===== src/inc/phc_defines.svh =====
// Offsets, field positions, reset values and timing counts for the
// host-side configuration and control register block.
// Assumes a 25 MHz transaction clock and dword-aligned byte offsets.
`ifndef PHC_DEFINES_SVH
`define PHC_DEFINES_SVH

// Configuration header dword offsets (byte addresses)
`define PHC_CFG_ID        8'h00
`define PHC_CFG_CMDSTAT   8'h04
`define PHC_CFG_CLASSREV  8'h08
`define PHC_CFG_MISC      8'h0C
`define PHC_CFG_BAR0      8'h10
`define PHC_CFG_BAR1      8'h14
`define PHC_CFG_BAR2      8'h18
`define PHC_CFG_BAR3      8'h1C
`define PHC_CFG_BAR4      8'h20
`define PHC_CFG_ROMBAR    8'h30
`define PHC_CFG_INTR      8'h3C
// Size of the predefined header in bytes
`define PHC_CFG_HDR_BYTES 8'h40

// Control region offsets inside one 64K copy
`define PHC_R0_SOFT_RESET 16'h0000
`define PHC_R0_INT_EN     16'h0008
`define PHC_R0_INT_FLAGS  16'h0010
`define PHC_R0_IN_SPACE   16'h0018
`define PHC_R0_OUT_WORDS  16'h0020
// Address bit that selects the byte-swapped copy
`define PHC_R0_SWAP_BIT   16
// Control region size as a power of two (128K)
`define PHC_R0_SIZE_LOG2  17
// Expansion ROM size as a power of two (64K x 8)
`define PHC_ROM_SIZE_LOG2 16

// Field values
`define PHC_CLASS_DISPLAY 24'h038000
`define PHC_CLASS_COMPAT  24'h000000
`define PHC_HEADER_SINGLE 8'h00
`define PHC_CMD_MEM_BIT   1
`define PHC_CMD_WMASK     16'h0006
`define PHC_STAT_W1C_MASK 16'hF900
`define PHC_SOFT_BUSY_BIT 31
`define PHC_INT_SOURCES   5
`define PHC_IN_SPACE_CAP  6'h10
`define PHC_IN_FIFO_DEPTH 6'h20

// Timing: soft reset length and ROM access time
`define PHC_CLK_NS        40
`define PHC_ROM_ACCESS_NS 150
`define PHC_ROM_CYCLES    ((`PHC_ROM_ACCESS_NS + `PHC_CLK_NS - 1) / `PHC_CLK_NS)
`define PHC_SOFT_RST_CYC  16

`endif


===== src/inc/phc_pkg.sv =====
// Types for the host-side configuration and control register block.
// Assumes the includer uses package-scoped names only.
package phc_pkg;

	// Transaction kinds seen by the target
	typedef enum logic [1:0] {
		CMD_CFG_RD,
		CMD_CFG_WR,
		CMD_MEM_RD,
		CMD_MEM_WR
	} phc_cmd_e;

	// One decoded bus transaction
	typedef struct packed {
		logic        valid;
		phc_cmd_e    cmd;
		logic [31:0] addr;
		logic [31:0] wdata;
		logic [3:0]  be;
	} phc_req_s;

	// Answer to a transaction
	typedef struct packed {
		logic        done;
		logic        claimed;
		logic [31:0] rdata;
	} phc_rsp_s;

	// Sequencer states
	typedef enum logic [1:0] {
		ST_IDLE,
		ST_ROM,
		ST_ANSWER
	} phc_state_e;

endpackage : phc_pkg


===== src/logic/phc_regs.sv =====
// Configuration header, expansion ROM port and first control registers.
// Assumes transactions arrive decoded on i_req, one at a time, and that
// the caller waits for o_rsp.done before issuing the next one.
// How it works
// - Header reached only by config transactions
// - 64-byte header; other config bytes read zero
// - Revision register returns fixed code
// - Class display-other, or zero when strapped
// - Header type says single function
// - Command zero blocks all memory cycles
// - Status reads plain, writes clear ones
// - Latency timer holds burst clock limit
// - Max latency loaded from strap pins
// - Control base is 32-bit non-prefetch memory
// - Second apertures mirror first aperture sizes
// - 64K ROM, reads only, writes ignored
// - ROM address out, data in, strobe low
// - 128K control region, upper copy swapped
// - Reset register write resets core only
// - Soft reset busy flag readable
// - Five interrupt enables, clear at reset
// - Source interrupts only when enabled
// - Flags per source, write one clears
// - Input space capped at sixteen
// - Input space readable any time
// - Output words report zero to eight
`timescale 1ns/1ps
`include "phc_defines.svh"

module phc_regs #(
	parameter int           LOCAL_SIZE_LOG2 = 24,    // Localbuffer aperture
	parameter int           FRAME_SIZE_LOG2 = 25,    // Framebuffer aperture
	parameter logic [15:0]  MAKER_CODE      = 16'hA5C3, // Arbitrary value
	parameter logic [15:0]  PART_CODE       = 16'h7E21, // Arbitrary value
	parameter logic [7:0]   REVISION        = 8'h5A,    // Arbitrary value
	parameter logic [7:0]   INT_PIN         = 8'h01,
	parameter int           SOFT_RST_CYC    = `PHC_SOFT_RST_CYC
) (
	input  wire logic               i_clock,
	input  wire logic               i_rst_n,
	input  wire logic               i_clk_en,
	input  wire phc_pkg::phc_req_s  i_req,
	output phc_pkg::phc_rsp_s       o_rsp,
	input  wire logic               i_base_class_zero,
	input  wire logic [1:0]         i_max_lat_strap,
	input  wire logic [4:0]         i_int_events,
	input  wire logic [4:0]         i_status_events,
	input  wire logic [5:0]         i_in_fifo_used,
	input  wire logic [3:0]         i_out_fifo_words,
	output logic [15:0]             o_rom_addr,
	output logic                    o_rom_addr_oe,
	input  wire logic [7:0]         i_rom_rdata,
	output logic                    o_rom_read_strobe_n,
	output logic                    o_core_soft_reset,
	output logic                    o_inta_n
);

	localparam int ROM_CYC = (`PHC_ROM_CYCLES < 3) ? 3 : `PHC_ROM_CYCLES;

	// Byte-enable merge of write data into a stored word
	function automatic logic [31:0] merge_be(input logic [31:0] old_v,
			input logic [31:0] new_v, input logic [3:0] be);
		logic [31:0] r;
		r = old_v;
		for (int b = 0; b < 4; b++) begin
			if (be[b]) begin
				r[b*8 +: 8] = new_v[b*8 +: 8];
			end
		end
		return r;
	endfunction : merge_be

	// Byte reversal for the big-endian copy of the control space
	function automatic logic [31:0] swap32(input logic [31:0] v);
		return {v[7:0], v[15:8], v[23:16], v[31:24]};
	endfunction : swap32

	// Address mask that keeps the base bits of a region
	function automatic logic [31:0] size_mask(input int log2);
		return ~((32'h1 << log2) - 32'h1);
	endfunction : size_mask

	// Strap synchronisers: three stages, change once two and three agree
	logic [2:0] strap_s1_reg, strap_s2_reg, strap_s3_reg;
	logic [2:0] strap_ok_reg;                 // Agreed strap level
	logic [2:0] strap_ok_now;                 // Agreed level at this edge
	logic [7:0] rom_s1_reg, rom_s2_reg, rom_s3_reg;  // ROM data pins
	logic [7:0] rom_ok_reg;                   // Agreed ROM data level

	// Reset capture must see the level that agrees at this very edge
	assign strap_ok_now = (strap_s2_reg == strap_s3_reg) ? strap_s3_reg :
		strap_ok_reg;

	// Synchroniser chain, no reset needed on data flops
	always_ff @(posedge i_clock) begin
		if (i_clk_en) begin
			strap_s1_reg <= {i_base_class_zero, i_max_lat_strap};
			strap_s2_reg <= strap_s1_reg;
			strap_s3_reg <= strap_s2_reg;
			rom_s1_reg   <= i_rom_rdata;
			rom_s2_reg   <= rom_s1_reg;
			rom_s3_reg   <= rom_s2_reg;
			if (strap_s2_reg == strap_s3_reg) begin
				strap_ok_reg <= strap_s3_reg;
			end
			// ROM byte counts once stages two and three agree
			if (rom_s2_reg == rom_s3_reg) begin
				rom_ok_reg <= rom_s3_reg;
			end
		end
	end

	// Register state
	logic [2:0]  command_reg, command_next;    // IO, memory, master
	logic [4:0]  status_reg, status_next;      // Sticky bits 15,14,13,12,11
	logic [7:0]  lat_timer_reg, lat_timer_next;
	logic [7:0]  int_line_reg, int_line_next;
	logic [1:0]  max_lat_reg, max_lat_next;    // Strap code, value = code<<6
	logic        class_zero_reg, class_zero_next;
	logic [31:0] bar_reg [5], bar_next [5];    // Control, A local/frame, B
	logic [31:0] rom_bar_reg, rom_bar_next;
	logic [4:0]  int_en_reg, int_en_next;
	logic [4:0]  int_flag_reg, int_flag_next;
	logic [15:0] soft_cnt_reg, soft_cnt_next;  // Soft reset cycles left
	phc_pkg::phc_state_e state_reg, state_next;
	logic [3:0]  rom_cnt_reg, rom_cnt_next;
	phc_pkg::phc_rsp_s rsp_reg, rsp_next;
	logic [15:0] rom_addr_reg, rom_addr_next;
	logic        rom_oe_reg, rom_oe_next;
	logic        rom_stb_n_reg, rom_stb_n_next;
	logic        core_rst_reg, core_rst_next;
	logic        inta_n_reg, inta_n_next;

	// Size masks per base register
	logic [31:0] bar_mask [5];
	assign bar_mask[0] = size_mask(`PHC_R0_SIZE_LOG2);
	assign bar_mask[1] = size_mask(LOCAL_SIZE_LOG2);
	assign bar_mask[2] = size_mask(FRAME_SIZE_LOG2);
	assign bar_mask[3] = bar_mask[1];
	assign bar_mask[4] = bar_mask[2];

	// Memory decode, gated by the memory space enable
	logic [4:0] bar_hit;
	logic       rom_hit;
	genvar g;
	generate
		for (g = 0; g < 5; g++) begin : g_hit
			assign bar_hit[g] = command_reg[`PHC_CMD_MEM_BIT] &&
				((i_req.addr & bar_mask[g]) == (bar_reg[g] & bar_mask[g]));
		end
	endgenerate
	assign rom_hit = command_reg[`PHC_CMD_MEM_BIT] && rom_bar_reg[0] &&
		((i_req.addr & size_mask(`PHC_ROM_SIZE_LOG2)) ==
		 (rom_bar_reg & size_mask(`PHC_ROM_SIZE_LOG2)));

	// Derived read-only values
	logic [23:0] class_code;
	logic [5:0]  in_free_raw;
	logic [31:0] in_space;
	logic        take;
	assign class_code = class_zero_reg ? `PHC_CLASS_COMPAT : `PHC_CLASS_DISPLAY;
	assign in_free_raw = `PHC_IN_FIFO_DEPTH - i_in_fifo_used;
	assign in_space = {26'h0, (in_free_raw > `PHC_IN_SPACE_CAP) ?
		`PHC_IN_SPACE_CAP : in_free_raw};
	assign take = i_req.valid && (state_reg == phc_pkg::ST_IDLE);

	// Configuration read mux
	logic [31:0] cfg_rdata;
	always_comb begin
		cfg_rdata = 32'h0;
		case (i_req.addr[7:0] & 8'hFC)
			`PHC_CFG_ID:       cfg_rdata = {PART_CODE, MAKER_CODE};
			`PHC_CFG_CMDSTAT:  cfg_rdata = {status_reg, 11'h0, 13'h0,
				command_reg};
			`PHC_CFG_CLASSREV: cfg_rdata = {class_code, REVISION};
			`PHC_CFG_MISC:     cfg_rdata = {8'h0, `PHC_HEADER_SINGLE,
				lat_timer_reg, 8'h0};
			`PHC_CFG_BAR0:     cfg_rdata = bar_reg[0] & bar_mask[0];
			`PHC_CFG_BAR1:     cfg_rdata = bar_reg[1] & bar_mask[1];
			`PHC_CFG_BAR2:     cfg_rdata = bar_reg[2] & bar_mask[2];
			`PHC_CFG_BAR3:     cfg_rdata = bar_reg[3] & bar_mask[3];
			`PHC_CFG_BAR4:     cfg_rdata = bar_reg[4] & bar_mask[4];
			`PHC_CFG_ROMBAR:   cfg_rdata = rom_bar_reg;
			`PHC_CFG_INTR:     cfg_rdata = {max_lat_reg, 6'h0, 8'h0, INT_PIN,
				int_line_reg};
			default:           cfg_rdata = 32'h0;
		endcase
	end

	// Control region read mux (little-endian view)
	logic [31:0] r0_rdata;
	always_comb begin
		r0_rdata = 32'h0;
		case (i_req.addr[15:0])
			`PHC_R0_SOFT_RESET: r0_rdata = {(soft_cnt_reg != 16'h0), 31'h0};
			`PHC_R0_INT_EN:     r0_rdata = {27'h0, int_en_reg};
			`PHC_R0_INT_FLAGS:  r0_rdata = {27'h0, int_flag_reg};
			`PHC_R0_IN_SPACE:   r0_rdata = in_space;
			`PHC_R0_OUT_WORDS:  r0_rdata = {28'h0, i_out_fifo_words};
			default:            r0_rdata = 32'h0;
		endcase
	end

	// Next-state logic for all register state
	logic [31:0] wr_word;    // Control write data in little-endian order
	logic [4:0]  flag_clr;
	logic [4:0]  stat_clr;
	always_comb begin
		command_next    = command_reg;
		status_next     = status_reg;
		lat_timer_next  = lat_timer_reg;
		int_line_next   = int_line_reg;
		max_lat_next    = max_lat_reg;
		class_zero_next = class_zero_reg;
		bar_next        = bar_reg;
		rom_bar_next    = rom_bar_reg;
		int_en_next     = int_en_reg;
		soft_cnt_next   = soft_cnt_reg;
		state_next      = state_reg;
		rom_cnt_next    = rom_cnt_reg;
		rsp_next        = '0;
		rom_addr_next   = rom_addr_reg;
		rom_oe_next     = rom_oe_reg;
		rom_stb_n_next  = rom_stb_n_reg;
		flag_clr        = 5'h0;
		stat_clr        = 5'h0;
		wr_word = i_req.addr[`PHC_R0_SWAP_BIT] ? swap32(i_req.wdata) :
			i_req.wdata;
		// Soft reset countdown
		if (soft_cnt_reg != 16'h0) begin
			soft_cnt_next = soft_cnt_reg - 16'h1;
		end
		case (state_reg)
			phc_pkg::ST_IDLE: begin
				if (take) begin
					rsp_next.done = 1'b1;
					case (i_req.cmd)
						phc_pkg::CMD_CFG_RD: begin
							rsp_next.claimed = 1'b1;
							rsp_next.rdata   = cfg_rdata;
						end
						phc_pkg::CMD_CFG_WR: begin
							rsp_next.claimed = 1'b1;
							case (i_req.addr[7:0] & 8'hFC)
								`PHC_CFG_CMDSTAT: begin
									command_next = 3'(merge_be(
										{29'h0, command_reg}, i_req.wdata, i_req.be))
										& 3'(`PHC_CMD_WMASK);
									if (i_req.be[3]) begin
										stat_clr = i_req.wdata[31:27];
									end
								end
								`PHC_CFG_MISC: if (i_req.be[1]) begin
									lat_timer_next = i_req.wdata[15:8];
								end
								`PHC_CFG_ROMBAR: begin
									rom_bar_next = merge_be(rom_bar_reg, i_req.wdata,
										i_req.be) & (size_mask(`PHC_ROM_SIZE_LOG2)
										| 32'h1);
								end
								`PHC_CFG_INTR: if (i_req.be[0]) begin
									int_line_next = i_req.wdata[7:0];
								end
								default: begin
									for (int k = 0; k < 5; k++) begin
										if ((i_req.addr[7:0] & 8'hFC) ==
												`PHC_CFG_BAR0 + 8'(4 * k)) begin
											bar_next[k] = merge_be(bar_reg[k],
												i_req.wdata, i_req.be) & bar_mask[k];
										end
									end
								end
							endcase
						end
						phc_pkg::CMD_MEM_RD: begin
							if (bar_hit[0]) begin
								rsp_next.claimed = 1'b1;
								rsp_next.rdata = i_req.addr[`PHC_R0_SWAP_BIT] ?
									swap32(r0_rdata) : r0_rdata;
							end else if (rom_hit) begin
								rsp_next.done  = 1'b0;
								state_next     = phc_pkg::ST_ROM;
								rom_cnt_next   = 4'(ROM_CYC);
								rom_addr_next  = i_req.addr[15:0];
								rom_oe_next    = 1'b1;
								rom_stb_n_next = 1'b0;
							end else begin
								rsp_next.claimed = |bar_hit[4:1];
							end
						end
						phc_pkg::CMD_MEM_WR: begin
							rsp_next.claimed = |bar_hit;
							if (bar_hit[0]) begin
								case (i_req.addr[15:0])
									`PHC_R0_SOFT_RESET:
										soft_cnt_next = 16'(SOFT_RST_CYC);
									`PHC_R0_INT_EN:
										int_en_next = 5'(merge_be(
											{27'h0, int_en_reg}, wr_word, i_req.be));
									`PHC_R0_INT_FLAGS: if (i_req.be[0]) begin
										flag_clr = wr_word[4:0];
									end
									default: ;
								endcase
							end
						end
						default: ;
					endcase
				end
			end
			phc_pkg::ST_ROM: begin
				rom_cnt_next = rom_cnt_reg - 4'h1;
				if (rom_cnt_reg == 4'h1) begin
					state_next = phc_pkg::ST_ANSWER;
				end
			end
			phc_pkg::ST_ANSWER: begin
				rsp_next.done    = 1'b1;
				rsp_next.claimed = 1'b1;
				rsp_next.rdata   = {4{rom_ok_reg}};
				rom_oe_next      = 1'b0;
				rom_stb_n_next   = 1'b1;
				state_next       = phc_pkg::ST_IDLE;
			end
			default: state_next = phc_pkg::ST_IDLE;
		endcase
		status_next = (status_reg & ~stat_clr) | i_status_events;
		int_flag_next = (int_flag_reg & ~flag_clr) | i_int_events;
		core_rst_next = (soft_cnt_next != 16'h0);
		inta_n_next = ~|(int_flag_next & int_en_next);
	end

	// Register update; straps caught while reset is held
	always_ff @(posedge i_clock) begin
		if (!i_rst_n) begin
			command_reg    <= 3'h0;
			status_reg     <= 5'h0;
			lat_timer_reg  <= 8'h0;
			int_line_reg   <= 8'h0;
			max_lat_reg    <= strap_ok_now[1:0];
			class_zero_reg <= strap_ok_now[2];
			for (int k = 0; k < 5; k++) begin
				bar_reg[k] <= 32'h0;
			end
			rom_bar_reg    <= 32'h0;
			int_en_reg     <= 5'h0;
			int_flag_reg   <= 5'h0;
			soft_cnt_reg   <= 16'h0;
			state_reg      <= phc_pkg::ST_IDLE;
			rom_cnt_reg    <= 4'h0;
			rsp_reg        <= '0;
			rom_addr_reg   <= 16'h0;
			rom_oe_reg     <= 1'b0;
			rom_stb_n_reg  <= 1'b1;
			core_rst_reg   <= 1'b0;
			inta_n_reg     <= 1'b1;
		end else if (i_clk_en) begin
			command_reg    <= command_next;
			status_reg     <= status_next;
			lat_timer_reg  <= lat_timer_next;
			int_line_reg   <= int_line_next;
			max_lat_reg    <= max_lat_next;
			class_zero_reg <= class_zero_next;
			bar_reg        <= bar_next;
			rom_bar_reg    <= rom_bar_next;
			int_en_reg     <= int_en_next;
			int_flag_reg   <= int_flag_next;
			soft_cnt_reg   <= soft_cnt_next;
			state_reg      <= state_next;
			rom_cnt_reg    <= rom_cnt_next;
			rsp_reg        <= rsp_next;
			rom_addr_reg   <= rom_addr_next;
			rom_oe_reg     <= rom_oe_next;
			rom_stb_n_reg  <= rom_stb_n_next;
			core_rst_reg   <= core_rst_next;
			inta_n_reg     <= inta_n_next;
		end
	end

	// Outputs straight from flops
	assign o_rsp               = rsp_reg;
	assign o_rom_addr          = rom_addr_reg;
	assign o_rom_addr_oe       = rom_oe_reg;
	assign o_rom_read_strobe_n = rom_stb_n_reg;
	assign o_core_soft_reset   = core_rst_reg;
	assign o_inta_n            = inta_n_reg;
endmodule : phc_regs


===== config.mk =====
export PLATFORM = sky130hd
export DESIGN_NAME = phc_regs
export DESIGN_NICKNAME = d
export VERILOG_FILES = /design/src/inc/phc_pkg.sv /design/src/logic/phc_regs.sv
export VERILOG_INCLUDE_DIRS = /design/src /design/src/inc
export SDC_FILE = /design/constraint.sdc
export NUM_CORES = 1
export LEC_CHECK = 0
export BUFFER_PORTS_ARGS = -buffer_cell sky130_fd_sc_hd__buf_2
export CORE_MARGIN = 1
export CORE_UTILIZATION = 25
export CTS_CLUSTER_DIAMETER = 60
export DETAILED_ROUTE_END_ITERATION = 8
export MAX_ROUTING_LAYER = met4
export PLACE_DENSITY = 0.53
export SLEW_MARGIN = 20
export SYNTH_ARGS = -nofsm -noshare
export SYNTH_HDL_FRONTEND = slang
export SYNTH_SLANG_ARGS = --single-unit

===== constraint.sdc =====
create_clock -name i_clock -period 3.1 [get_ports i_clock]
set_clock_uncertainty 0.1 [all_clocks]
set_input_delay 0.775 -clock i_clock [delete_from_list [all_inputs] [get_ports i_clock]]
set_output_delay 0.775 -clock i_clock [all_outputs]
set_load 0.03 [all_outputs]

== Yosys cells after proc, flatten, opt, wreduce, memory -nomap -nowiden ==
Index checks and enable logic that the tools add are counted.
Word-level totals
  flip-flop bits (word level): 218
  bits of input ports: 105
  output and inout bits: 54
  word-level logic and storage cells: 182
Operators by class
  $add $sub $neg: 3
  order comparisons: 1
  equal/unequal tests: 33
  multiplexer cells: 61
  bitwise logic cells: 9
  reductions and logical operators: 39
Operators with widths (number)
  case mux 32 bit (11 select lines): 1
  case mux 32 bit (5 select lines): 1
  2-to-1 mux 16 bit: 6
  2-to-1 mux 5 bit: 18
  case mux 34 bit (2 select lines): 1
  2-to-1 mux 32 bit: 2
  case mux 32 bit (2 select lines): 1
  AND reduction 6 bit: 10
  AND reduction 7 bit: 6
  2-to-1 mux 34 bit: 1
  == test 16 x 5 -> 1 bit, second input constant: 2
  nonzero test 16 bit: 2
  == test 6 x 3 -> 1 bit, second input constant: 4
  == test 8 bit: 3
  == test 6 x 4 -> 1 bit, second input constant: 3
  2-to-1 mux 18 bit: 1
  == test 16 bit: 1
  == test 16 x 4 -> 1 bit, second input constant: 1
  == test 16 x 6 -> 1 bit, second input constant: 1
  logical NOT 16 bit: 1
  2-to-1 mux 4 bit: 4
  subtractor 16 x 1 -> 16 bit, second input constant: 1
  AND 5 bit: 3
  == test 15 bit: 1
  32 further kinds: 71

== Depth between registers and ports, before layout ==
  depth in word-level cells: 13
  gate-level depth with buffers: 11

== Worst setup path after synthesis ==
No wires, ideal clock.
  path kind: in2reg
  from: input port i_req[49] (netlist name)
  to: register inta_n_reg, in the netlist o_inta_n
  library setup time: 0.087 ns
  data arrival time: 2.927 ns
  data required time: 2.913 ns
  path slack: -0.014 ns
  stages on the path: 8
  path buffers: 1
  cells stage by stage: or4_1 or4_4 nor4_2 and4_1 buf_4 mux2i_1 o211ai_1 o31ai_1
Between the ends
  longest elaborated chain between the ends: 12
  elaborated cells between the ends (all ways): 18
  classes of those cells: eq/ne (2); mux (10); bitwise (4); reduce/logical (2)
RTL lines
  start: declaration: line phc_regs.sv:42  | input wire phc_pkg::phc_req_s i_req,
  == test 16 x 5 -> 1 bit: line phc_regs.sv:294  | case (i_req.addr[15:0])
  2-to-1 mux 5 bit: line phc_regs.sv:294
  2-to-1 mux 5 bit: line phc_regs.sv:293  | if (bar_hit[0]) begin
  2-to-1 mux 5 bit: line phc_regs.sv:237  | case (i_req.cmd)
  2-to-1 mux 5 bit: line phc_regs.sv:235  | if (take) begin
  2-to-1 mux 5 bit: line phc_regs.sv:233  | case (state_reg)
  inverter 5 bit: line phc_regs.sv:328  | int_flag_next = (int_flag_reg & ~flag_clr) | i_int_events;
  AND 5 bit: line phc_regs.sv:328
  bitwise OR 5 bit: line phc_regs.sv:328
  AND 5 bit (*): line phc_regs.sv:330  | inta_n_next = ~|(int_flag_next & int_en_next);
  OR reduction 5 bit (*): line phc_regs.sv:330
  logical NOT 1 bit (*): line phc_regs.sv:330
  end signal: assignment: line phc_regs.sv:376  | inta_n_reg <= inta_n_next;
  end: declaration: line phc_regs.sv:132  | logic inta_n_reg, inta_n_next;
Mark *: on every way between the ends. The rest lies on a longest branch, timed or not.
A chain may end at the register's enable or synchronous reset.

== Final worst setup path ==
Same ends and word-level chain as after synthesis.

==> results.py <==
metrics = {
    "placed_design": {
        "place_ws_ns": -0.285,
        "port_buffers": 158,
        "dpl.cell_count": 1952,
        "place.gp.congestion": 0.906,
        "dpl.hpwl_mm": 30.6,
    },
    "critical_path": {
        "path_cells": "buf_2 > or4_1 > or4_4 > buf_4 > nor4_4 > nand4_1 > o221ai_1 > o211ai_1 > o31ai_1",
        "ff2ff_path_depth": 9,
        "criticalPathCategory": "in -> reg",
        "timing.rr.start": "soft_cnt_reg[0]",
        "required_ns": 3.43,
        "slowest_delay_ns": 0.57,
        "crit_fanout": 10,
        "worstSetupEndpointType": "flip-flop",
        "path_delay_family": "simple AND/OR/NAND/NOR gates",
        "worst-path-buf-inv": 2,
        "worstSetupStartpointType": "input pin",
        "cp.arrival_ns": 3.19,
        "cpMaxStageDelayCell": "or4_1",
        "path_depth": 9,
        "startpoint": "i_req[49]",
    },
    "floorplan": {
        "die_y_um": 210,
        "io_pins": 159,
        "fp-row-count": 75,
        "start_util_pct": 25.6,
        "dieArea_mm2": 0.0441,
        "fp.dieW_um": 210,
        "core-area_mm2": 0.0423,
    },
    "global_routing": {
        "gr-total-overflow": 0,
        "grt_max_degree": 65,
        "grt_usage_pct": 18.1,
        "grt_pass1_wl_mm": 59.3,
        "antenna_found_initial": 1,
        "grt_pass1_vias": 9628,
    },
    "layout": {
        "fin_util_pct": 32.4,
        "area_growth_pct": 26.8,
        "most-common-layout-cells": "dfxtp_1, nor2_1, buf_2",
        "final_net_count": 1511,
        "stdcell_count": 1998,
        "drive_gt1_share_pct": 24.7,
        "largest_reg_flops": 45,
        "nFillCells": 4463,
        "mostFrequentLayoutCell": "dfxtp_1",
    },
    "timing": {
        "setup_ws_ns": 0.240,
        "min_period_ns": 2.86,
        "tightest_slew_ns": 0.695,
        "rsz0062_at_grt": "false",
        "setup_viol": 0,
        "tns_ns": 0,
        "slew_headroom_pct": 53.7,
        "drv_slew": 0,
        "hold_viol": 0,
        "final.period_utilization_pct": 92.2,
        "max_clock_freq_ghz": 0.350,
    },
    "synthesis": {
        "synth_ff_type": "dfxtp_1",
        "synth_seq_area_share_pct": 44.7,
        "ys_types": 78,
        "netlist_area_mm2": 0.0108,
        "ys_seq_elements": 218,
        "syn_inst": 1179,
        "yosysTopAreaCell": "dfxtp_1",
        "synth_edf_count": 47,
        "synth-async-reset-ratio_pct": 0,
        "synth.top_cell.area_share_pct": 31.6,
        "ys_warn_count": 0,
        "syn_avg_cell_area_um2": 9.18,
        "synth_top_cells_by_area": "dfxtp_1, edfxtp_1, mux2i_1, nor2_1, xnor2_1",
        "synth_fp_nets": 1289,
    },
    "routing": {
        "first_pass_iters": 5,
        "drc": 0,
        "wirelength_mm": 39.4,
        "wl_per_cell_um": 19.7,
        "drtIter0Drc": 637,
        "drtAntennaViolNets": 0,
        "avgViaCountPerCell": 4.90,
        "dr_total_vias": 9795,
    },
    "clock_network": {
        "clk_pin_slew_ns": 0.06,
        "post_cts_buffers": 0,
        "clkSinkCount": 218,
        "cts_tree": "built",
        "clk_latency_ns": 0.54,
        "cts_max_level": 1,
        "cts_resized": 0,
        "cts-root-buf": "clkbuf_16",
        "cts_buffers": 24,
        "cts.hold.buffers_added": 0,
        "cts_buffer_depth": 3,
    },
    "flow_run": {
        "max_cap_viol_count": 0,
    },
    "power_and_ir_drop": {
        "ir_drop_mv": 0.379,
        "leakage_nw": 5.26,
        "powerDensity_mw_per_mm2": 552,
        "total_power_mw": 7.58,
    },
    "hold_path": {
        "hold_depth": 1,
        "hold_start": "i_base_class_zero",
        "hp-class": "in -> reg",
    },
    "status": {
        "outcome": "finished, final reports clean",
    },
}
[area by class of cell]
cell class | instances | area (um^2) | area share [%]
antenna | 2 | 5.00 | 0.0365
clock buffer | 35 | 684 | 4.99
clock inverter | 9 | 98.8 | 0.720
inverter | 23 | 88.8 | 0.647
multi-input combinational | 865 | 5590 | 40.7
sequential | 218 | 4830 | 35.2
tap | 577 | 722 | 5.26
timing repair buffer | 269 | 1700 | 12.4
[per-stage QoR]
stage / hold WS [ns] / area, um^2
floorplan: 0.300 / 10800
global placement: 0.300 / 12900
detailed placement: 0.306 / 12900
CTS: 0.302 / 13700
global route: 0.305 / 13700
finish: 0.314 / 13700
[synth_stat cells (all sizes together), types with 3 or more instances]
master / count
clkbuf: 51
o22ai: 5
a21boi: 4
nor3b: 3
a21o: 5
a221oi: 6
and3: 13
nor2: 162
o211ai: 5
and4: 5
mux2i: 94
dfxtp: 171
o2bb2ai: 4
nor2b: 7
a22o: 16
a41o: 3
a41oi: 3
xnor2: 65
edfxtp: 47
nand3: 19
nand2: 98
a221o: 3
buf: 22
or2: 5
or4: 6
nand4b: 3
a32oi: 4
and2: 11
o21ai: 45
nand4: 26
mux2: 16
a222oi: 3
nand2b: 7
nor4: 12
or3: 8
a31oi: 9
xor2: 14
a21oi: 92
a22oi: 22
nor3: 27
inv: 22
o21a: 6
ha: 5
[where the power goes]
part	internal, mW	switching (mW)
Combinational	0.633	0.885
Clock	1.70	1.20
Sequential	3.03	0.130
[final timing paths]
kind / to / slack [ns]
worst max register to register: soft_cnt_reg[15] / 0.25
worst min-delay path: strap_s1_reg[2] / 0.31
worst max-delay path: o_inta_n / 0.24
worst min register to register: rom_s2_reg[6] / 0.32
[per-layer routing]
layer	routed length (um)	share of wire, %	vias up	GRT usage [%]
li1	-	-	4684	-
met2	17600	45	345	28.3
met5	0	0	-	-
met4	1180	3.0	0	5.61
met3	2250	5.7	57	2.04
met1	18300	47	4709	24.5
[kinds of logic after synthesis]
family	synth area share, %
mux	10.4
xor+xnor	6.40
buf+inv	3.76
fa+ha+maj	0.578
compound gates	15.0
simple gates	19.2
flops	44.7
Power figures use the tool's default switching activity.
